### src/crcd_regs.svh
// Constants for the control command decoder: selector codes, argument limits, voltage codes.
// Assumes inclusion by the package and the decoder only.
`ifndef CRCD_REGS_SVH
`define CRCD_REGS_SVH
`define CRCD_SEL_BASELINE  8'h10
`define CRCD_SEL_HOST_TO   8'h12
`define CRCD_SEL_SAMPLE    8'h13
`define CRCD_SEL_SURVEY    8'h20
`define CRCD_SEL_PWR_ALL   8'h30
`define CRCD_SEL_PWR_FIRST 8'h31
`define CRCD_SEL_PWR_LAST  8'h34
`define CRCD_NODE_MAX      8'h38
`define CRCD_INPUT_MASK    8'h3F
`define CRCD_V_OFF         8'h00
`define CRCD_V_5           8'h05
`define CRCD_V_7           8'h07
`define CRCD_V_15          8'h0F
`define CRCD_V_20          8'h14
`define CRCD_V_24          8'h18
`define CRCD_SEL_LSB       8
`define CRCD_PWR_RESET     8'h00
`endif
### src/crcd_pkg.sv
// Types shared by the control command decoder.
// Assumes crcd_regs.svh is on the include path.
`include "crcd_regs.svh"
package crcd_pkg;
  typedef struct packed {
    logic [7:0]       survey_node;
    logic             survey_on;
    logic [3:0][7:0]  pwr_code;
    logic             force_dflt;
    logic [5:0]       sample_req;
    logic             baseline;
  } crcd_state_t;
endpackage : crcd_pkg

### src/crcd_decoder.sv
// Control command word decoder: one 16-bit command per write strobe, one-cycle action pulses.
// Assumes the write strobe and word are synchronous to ref_clk and the device type straps are static.
`timescale 1ns/1ps
`default_nettype none
`include "crcd_regs.svh"

// Functional notes
// - The command word is selector in the upper byte and argument in the lower byte.
// - Selector 0x12 with zero argument forces outputs to default only when host-link-failure is enabled.
// - Selector 0x13 samples each enabled input whose mask bit is set, bit 0 being input 1.
// - Selector 0x20 on a gateway with no survey running starts a survey with node 1 to 0x38 given in the argument.
// - While a survey runs the gateway suppresses its error reporting.
// - Selector 0x20 with argument zero ends any running survey.
// - Selector 0x30 sets all switched supplies to the argument voltage code (off,5,7,15,20,24 V).
// - Selectors 0x31 to 0x34 set switched supply 1 to 4 with the same code.
// - Selector 0x10 with zero argument starts baseline on a magnetic-sensing node.
module crcd_decoder
  import crcd_pkg::*;
(
  input  wire logic        ref_clk,
  input  wire logic        arst_n,
  input  wire logic        cmd_wr,
  input  wire logic [15:0] cmd_word,
  input  wire logic        is_gateway,
  input  wire logic        has_switched_pwr,
  input  wire logic        is_mag_node,
  input  wire logic        host_fail_en,
  input  wire logic [5:0]  input_enabled,
  input  wire logic        err_report_in,
  output logic             force_default,
  output logic [5:0]       sample_req,
  output logic             baseline_start,
  output logic             survey_active,
  output logic [7:0]       survey_node,
  output logic             err_report_out,
  output logic [7:0]       pwr_code_1,
  output logic [7:0]       pwr_code_2,
  output logic [7:0]       pwr_code_3,
  output logic [7:0]       pwr_code_4
);

  crcd_state_t st;
  crcd_state_t next_st;
  logic [7:0]  sel;
  logic [7:0]  arg;

  // Only listed voltage codes are taken; anything else leaves the supply as it was
  function automatic logic volt_ok(input logic [7:0] c);
    volt_ok = (c == `CRCD_V_OFF) || (c == `CRCD_V_5) || (c == `CRCD_V_7) ||
              (c == `CRCD_V_15) || (c == `CRCD_V_20) || (c == `CRCD_V_24);
  endfunction : volt_ok

  assign sel = cmd_word[15:`CRCD_SEL_LSB];
  assign arg = cmd_word[`CRCD_SEL_LSB-1:0];

  always_comb
  begin
    next_st            = st;
    next_st.force_dflt = 1'b0;
    next_st.sample_req = 6'h00;
    next_st.baseline   = 1'b0;
    if (cmd_wr)
    begin
      case (sel)
        `CRCD_SEL_HOST_TO:
        begin
          if (arg == 8'h00 && host_fail_en)
            next_st.force_dflt = 1'b1;
        end
        `CRCD_SEL_SAMPLE:
          next_st.sample_req = arg[5:0] & input_enabled;
        `CRCD_SEL_SURVEY:
        begin
          if (is_gateway)
          begin
            if (arg == 8'h00)
            begin
              next_st.survey_on   = 1'b0;
              next_st.survey_node = 8'h00;
            end
            // A second start while running is refused; the host must end the first
            else if (arg <= `CRCD_NODE_MAX && !st.survey_on)
            begin
              next_st.survey_on   = 1'b1;
              next_st.survey_node = arg;
            end
          end
        end
        `CRCD_SEL_PWR_ALL:
        begin
          if (has_switched_pwr && volt_ok(arg))
            next_st.pwr_code = {4{arg}};
        end
        `CRCD_SEL_BASELINE:
        begin
          if (arg == 8'h00 && is_mag_node)
            next_st.baseline = 1'b1;
        end
        default:
        begin
          if (sel >= `CRCD_SEL_PWR_FIRST && sel <= `CRCD_SEL_PWR_LAST && has_switched_pwr && volt_ok(arg))
            next_st.pwr_code[2'(sel - `CRCD_SEL_PWR_FIRST)] = arg;
          // Every other selector falls through with the state left as it was
        end
      endcase
    end
  end

  // One register for the whole state, so reset clears every output except err_report_out on the same edge
  always_ff @(posedge ref_clk or negedge arst_n)
  begin
    if (!arst_n)
      st <= '0;
    else
      st <= next_st;
  end

  assign force_default  = st.force_dflt;
  assign sample_req     = st.sample_req;
  assign baseline_start = st.baseline;
  assign survey_active  = st.survey_on;
  assign survey_node    = st.survey_node;
  // Gated after the register, so muting starts on the very edge that starts a survey
  assign err_report_out = err_report_in & ~st.survey_on;
  assign pwr_code_1     = st.pwr_code[0];
  assign pwr_code_2     = st.pwr_code[1];
  assign pwr_code_3     = st.pwr_code[2];
  assign pwr_code_4     = st.pwr_code[3];
endmodule : crcd_decoder
`default_nettype wire

### config.mk
export PLATFORM = sky130hd
export DESIGN_NAME = crcd_decoder
export DESIGN_NICKNAME = d
export VERILOG_FILES = /design/src/crcd_pkg.sv /design/src/crcd_decoder.sv
export VERILOG_INCLUDE_DIRS = /design/src
export SDC_FILE = /design/constraint.sdc
export NUM_CORES = 1
export LEC_CHECK = 0
export BUFFER_PORTS_ARGS = -buffer_cell sky130_fd_sc_hd__buf_4
export CORE_AREA = 2 2 72 74
export CTS_BUF_LIST = sky130_fd_sc_hd__clkbuf_4 sky130_fd_sc_hd__clkbuf_8 sky130_fd_sc_hd__clkbuf_16
export DETAILED_ROUTE_END_ITERATION = 8
export DIE_AREA = 0 0 74 76
export PLACE_DENSITY = 0.73
export SYNTH_ARGS = -nofsm -noshare
export SYNTH_HDL_FRONTEND = slang
export SYNTH_SLANG_ARGS = --single-unit
### constraint.sdc
create_clock -name ref_clk -period 1.28 [get_ports ref_clk]
set_input_delay 0.192 -clock ref_clk [delete_from_list [all_inputs] [get_ports ref_clk]]
set_output_delay 0.192 -clock ref_clk [all_outputs]
set_load 0.02 [all_outputs]
==> results by group, run 1 <==
Drt
  • Post-Route WL: between 5000 and 6000 um
  • WL/cell: 16.5 um
  • Number of DRC markers in iteration 0: 27
  • Residual DRC count: 0
  • Drt first pass iters: 4
  • Via density: 4.95
  • Detailed-route via count: 1677
  • ANT nets after route: 0

Worst setup path
  • CP required: 1.47 ns
  • Critical path class: reg2reg
  • Buf/Inv on CP: 1
  • Critical path's slowest cell: dfrtp_2
  • Critical Path Start: survey_active$_DFFE_PN0P_
  • CP Max Fanout: 7
  • CP Capture Type: flip-flop
  • CP delay by family, top: flip-flops
  • CP arrival: 1.63 ns
  • Slowest stage delay, CP: 0.42 ns
  • Critical-path cell list: nor3_2 -> o211a_1 -> o21a_1 -> buf_12 -> mux2_4
  • Crit start category: flip-flop
  • Worst r2r src: survey_active$_DFFE_PN0P_

Synth
  • Top-area cell type share of the netlist area: 61.6%
  • Share of synthesized registers carrying an async set or reset: 100%
  • Area contributors post-synth: dfrtp_1, mux2_2, mux2_4, and2_1, and3_1
  • Mean Syn Cell Area: 13.8 sq um
  • Mapped Area: 1990 sq um
  • Number of synthesized flops with an enable pin: 0
  • Post-synthesis net count: 174
  • Seq cells post-synth: a little under 50
  • Sequential cell area fraction in the yosys report: 61.6%
  • Area leader, netlist: dfrtp_1
  • Dominant synthesized flop cell: dfrtp_1
  • Unique masters post-synth: 33
  • Gate count after technology mapping: 144
  • Synth warn: 0

Finish
  • Final instance area: 3330 sq um
  • Layout cells sized above 1: 63.2%
  • Fin nets: 298
  • P&R area growth vs syn: 67.5%
  • Diode count: 0

Floorplan
  • Initial core utilization: 40.5%
  • Die height: 76 um
  • Die area: around 5600 sq um
  • Core box area: 4910 sq um
  • Boundary Pins: 80
  • Row cnt: 26
  • Die W: 74 um

STA
  • Clock skew: 0.00626 ns
  • # setup viols final: 29
  • Worst-margin pin slew: 0.364 ns
  • Min Hold Slack: 0.0952 ns
  • Max Freq: 692 MHz
  • Period utilization: 113%
  • RSZ-0062 raised after global routing: true
  • Hold Fails Final Rpt: 0
  • Tmin final: 1.45 ns
  • Final-report max-slew violation count: 0
  • Setup slack after layout: -0.165 ns
  • Worst slew margin: ~76%

Clock tree
  • Reg clk slew, reported paths: 0.09 ns
  • Total CTS buffers: 5
  • CTS tree: built
  • CTS root buf: clkbuf_8
  • Clock buffer depth: 2
  • Sink Count: 49
  • H-Tree Depth: 2
  • Worst-Skew Late Latency: 0.30 ns

Placement
  • Placed wire-length estimate: 3780 um
  • Area after DPL: 2950 sq um
  • IO Port Bufs: 79
  • GPL Wtd Cong: 0.742

Global route
  • Largest net degree at the start of global routing: 28
  • Vias in the first global route: 1652
  • Initial antenna violation count: 0
  • First-pass GRT wire length: 8490 um
  • Overall Global Routing Usage: 19.6%
  • GR Overflow Total: 0

Pwr
  • LEAKAGE: about 1.8 nW
  • Pwr dens: 840 nW/um^2
  • Max VDD drop: 0.472 mV
  • Total power: 0.00280 W

Hold path
  • Hold_sp: cmd_word[8]
  • Hold WC Path Type: in2reg

Job
  • Max_cap viols: 0

Outcome
  • Failing checks: setup timing
  • Status: complete, but fails checks
==> state kept, by name (all words and copies together), names as in the netlist, 6 cells and up <==
| signal | flops |
|---|---|
| pwr_code_1 | 8 |
| pwr_code_2 | 8 |
| pwr_code_3 | 8 |
| pwr_code_4 | 8 |
| sample_req | 6 |
| survey_node | 8 |
==> cells in the mapped netlist, types with 4 or more instances <==
cell / instances
a21oi_1: 5
and2_1: 9
nand2b_1: 4
dfrtp_1: 49
and3_1: 7
nor2b_1: 7
mux2_2: 18
mux2_4: 5
nor2_1: 4
==> report_power, final <==
group	switching [W]	internal, W
Clock	0.000502	0.000438
Combinational	0.000145	0.000164
Sequential	0.00000187	0.00155
Total	0.000649	0.00215
==> metal layers <==
metal | vias to the layer above | part of all wire, % | track usage [%]
met5 | - | 0 | 0
met4 | 0 | 2.5 | 6.00
met3 | 12 | 5.0 | 4.76
met2 | 59 | 49 | 33.0
met1 | 845 | 43 | 24.6
li1 | 761 | - | -
==> worst register-to-register path, stage by stage, from the launching register on <==
cell and delay (ns):
dfrtp_2 0.42, nor3_2 0.13, o211a_1 0.19, o21a_1 0.16
buf_12 0.14, mux2_4 0.30
==> logic make-up after synthesis <==
group,synth area share [%]
muxes,15.7
AOI/OAI and AO/OA,3.52
DFF,61.6
and+or+nand+nor,17.4
buffers and inverters,1.82
==> placed cells by master (no fill, tap or decap), types with 2 or more instances in the layout <==
master / instances
a21oi_1: 2
a21oi_4: 3
and2_1: 9
and3_1: 7
buf_12: 2
buf_4: 106
buf_6: 9
buf_8: 3
clkbuf_8: 6
dfrtp_1: 48
mux2_4: 26
nand2_8: 3
nand2b_1: 4
nand3_1: 3
nand4_1: 2
nor2_1: 2
nor2_2: 2
nor2b_1: 7
nor3_2: 2
nor3b_1: 2
o21a_1: 2
==> repair_timing <==
item | CTS | global route
pin swaps | 6 | 10
buffers inserted | 5 | 2
resized for setup | 15 | 34
hold buffers | 1 | 0
setup endpoints to repair | 32 | 41
hold endpoints to repair | 26 | 0
==> area by class of cell <==
class | instances | area, sq um
fill | 337 | 1580
sequential | 49 | 1230
timing repair buffer | 121 | 992
multi-input combinational | 90 | 927
tap | 70 | 87.6
clock buffer | 6 | 82.6
clock inverter | 2 | 13.8
inverter | 1 | 3.75
==> metrics by stage <==
step	util (%)	cells	worst slack [ns]	TNS [ns]
final	67.9	339	-0.165	-2.19
after global placement	60.1	324	-0.370	-12.26
after floorplan	-	144	-0.313	-3.39
after global routing	67.9	339	-0.203	-3.14
after detailed placement	60.1	324	-0.433	-13.73
after CTS	64.6	338	-0.137	-1.08
==> worst paths after layout <==
path	end	cells after the start	slack, ns
worst max-delay path	survey_node[3]$_DFFE_PN0P_	5	-0.17
worst min-delay path	force_default$_DFF_PN0_	2	0.1
worst max register to register	survey_node[3]$_DFFE_PN0P_	5	-0.17
worst min register to register	pwr_code_1[6]$_DFFE_PN0P_	1	0.50
max in group asynchronous	pwr_code_4[4]$_DFFE_PN0P_	3	0.50
min in group asynchronous	force_default$_DFF_PN0_	2	0.35
No activity file was read; power rests on OpenSTA's default activity.
==> run 2, diff against run 1 <==
Settings changed: RECOVER_POWER set to 50.
==> run 2 against run 1 <==
The run still ends with setup timing left. Total power fell by 0.32%. Worst setup slack about the same. Maximum frequency barely moved. Utilization fell by 0.84 points. Via count down 1.2%. Critical path type unchanged. Hold slack lost 0.00086 ns. Clock-buffer cell count stayed put. Routed wire length shrank 0.20%. First-iteration DRC count up 22%. Non-clock buffer count stayed put. Global-route usage unchanged. Sequential share of layout area rose by 0.46 points.
==> results by group, run 2 (synthesis gave the netlist of run 1 again) <==
Outcome
  • Status: complete, but fails checks
  • Failing checks: setup timing

Floorplan
  • Boundary Pins: 80
  • Initial core utilization: ~41%
  • Row cnt: 26
  • Die area: roughly 5600 sq um
  • Die height: 76 um
  • Die W: about 74 um
  • Core box area: 4910 sq um

Placement
  • IO Port Bufs: 79
  • Placed wire-length estimate: between 3000 and 4000 um
  • GPL Wtd Cong: 0.742
  • Area after DPL: 2950 sq um
  • Dpl ws: -0.433 ns

STA
  • # setup viols final: 41
  • Max Freq: 692 MHz
  • Final-report max-slew violation count: 0
  • Worst-margin pin slew: 0.667 ns
  • Worst slew margin: 55.5%
  • Setup slack after layout: -0.166 ns
  • RSZ-0062 raised after global routing: true
  • Hold Fails Final Rpt: 0
  • Clock skew: 0.00589 ns
  • Tmin final: 1.45 ns
  • Period utilization: 113%

Clock tree
  • Clock buffer depth: 2
  • Sink Count: 49
  • CTS tree: built
  • Total CTS buffers: 5
  • CTS root buf: clkbuf_8
  • Reg clk slew, reported paths: 0.09 ns
  • Worst-Skew Late Latency: 0.30 ns
  • H-Tree Depth: 2

Global route
  • Vias in the first global route: 1652
  • Initial antenna violation count: 0
  • GR Overflow Total: 0
  • First-pass GRT wire length: ~8500 um
  • Largest net degree at the start of global routing: 28
  • Overall Global Routing Usage: 19.6%

Finish
  • Area taken by multi-input logic gates: 927 sq um
  • Sequential Area: 1230 sq um
  • Diode count: 0
  • Most common cell after layout, fill and taps aside: buf_4
  • P&R area growth vs syn: 65.4%
  • Fill cells: 348
  • Final instance area: 3290 sq um
  • Fin nets: 298
  • Most frequent cells in the layout: buf_4, dfrtp_1, mux2_4
  • Layout cells sized above 1: 60.6%

Pwr
  • Psw: around 0.00065 W
  • Comb pwr share: 10.8%
  • Max VDD drop: approximately 0.47 mV
  • Pwr dens: approximately 850 nW/um^2
  • Power share of the clock group: 33.6%
  • Sw Share: roughly 23%
  • Sequential share of power: 55.6%
  • LEAKAGE: ~1.8 nW
  • Int Power: 0.00215 W

Job
  • Max_cap viols: 0

Drt
  • Drt first pass iters: 4
  • Number of DRC markers in iteration 0: 33
  • Residual DRC count: 0
  • Detailed-route via count: 1657
  • ANT nets after route: 0
  • Via density: 4.89
  • Post-Route WL: ~5600 um
  • WL/cell: around 16 um

Worst setup path
  • CP Capture Type: flip-flop
  • Slowest stage delay, CP: 0.42 ns
  • CP Max Fanout: 7
  • CP delay by family, top: flip-flops
  • Buf/Inv on CP: 1
  • Crit start category: flip-flop
  • CP arrival: 1.63 ns
  • Critical path class: reg2reg
  • CP required: 1.47 ns
  • Critical-path cell list: nor3_2 -> o211a_1 -> o21a_1 -> buf_12 -> mux2_4
  • Critical path's slowest cell: dfrtp_2

Hold path
  • Hold WC Path Type: in2reg
==> run 2: cell count changes in the layout (fill, tap and decap cells not counted), sizes merged <==
cell / change
clkbuf: +8
buf: -8
==> run 2: power by group through the flow <==
stage,Combinational [W],Clock [W],Sequential [W]
finish,0.000301,0.000939,0.00155
detailed placement,0.000255,0,0.00158
global placement,0.000252,0,0.00158
floorplan,0.0000500,0,0.00159
global route,0.000324,0.00103,0.00155
CTS,0.000278,0.000960,0.00155
==> run 2: cell type report <==
type                            instances  share of cell area, %
Clock buffer                            6                   2.51
Clock inverter                          2                  0.418
Inverter                                1                  0.114
Multi-Input combinational cell         90                   28.2
Sequential cell                        49                   37.3
Tap cell                               70                   2.66
Timing Repair Buffer                  121                   28.9
==> run 2: repair_timing <==
item | CTS | global route
resized for setup | 15 | 34
setup endpoints to repair | 32 | 41
setup buffers | 5 | 2
pin swaps | 6 | 10
hold buffers | 1 | 0
hold endpoints to repair | 26 | 0
==> run 2: final timing paths <==
kind | end | from | slack (ns) | cells past startpoint
setup / recovery | survey_node[3]$_DFFE_PN0P_ | survey_active$_DFFE_PN0P_ | -0.17 | 5
setup reg to reg | survey_node[3]$_DFFE_PN0P_ | survey_active$_DFFE_PN0P_ | -0.17 | 5
max in group asynchronous | pwr_code_4[4]$_DFFE_PN0P_ | arst_n | 0.20 | 3
hold reg to reg | pwr_code_1[6]$_DFFE_PN0P_ | pwr_code_1[6]$_DFFE_PN0P_ | 0.50 | 1
min in group asynchronous | force_default$_DFF_PN0_ | arst_n | 0.46 | 2
hold / removal | force_default$_DFF_PN0_ | cmd_word[8] | 0.09 | 2
==> run 2: per-layer routing <==
metal / GRT usage, % / share of wire [%]
met3: 4.76 / 5.2
met5: 0 / 0
met1: 24.6 / 43
met4: 6.00 / 2.7
met2: 33.0 / 49
==> run 2: through the flow <==
stage	total power, W	TNS [ns]	hold slack, ns	util (%)	cells
6_report	0.00279	-4.01	0.0944	67.0	339
3_3_place_gp	0.00183	-12.26	0.128	60.1	324
3_5_place_dp	0.00184	-13.73	0.132	60.1	324
2_1_floorplan	0.00164	-3.39	-0.104	-	144
4_1_cts	0.00279	-1.08	0.0632	64.6	338
5_1_grt	0.00291	-5.19	0.0725	67.0	339
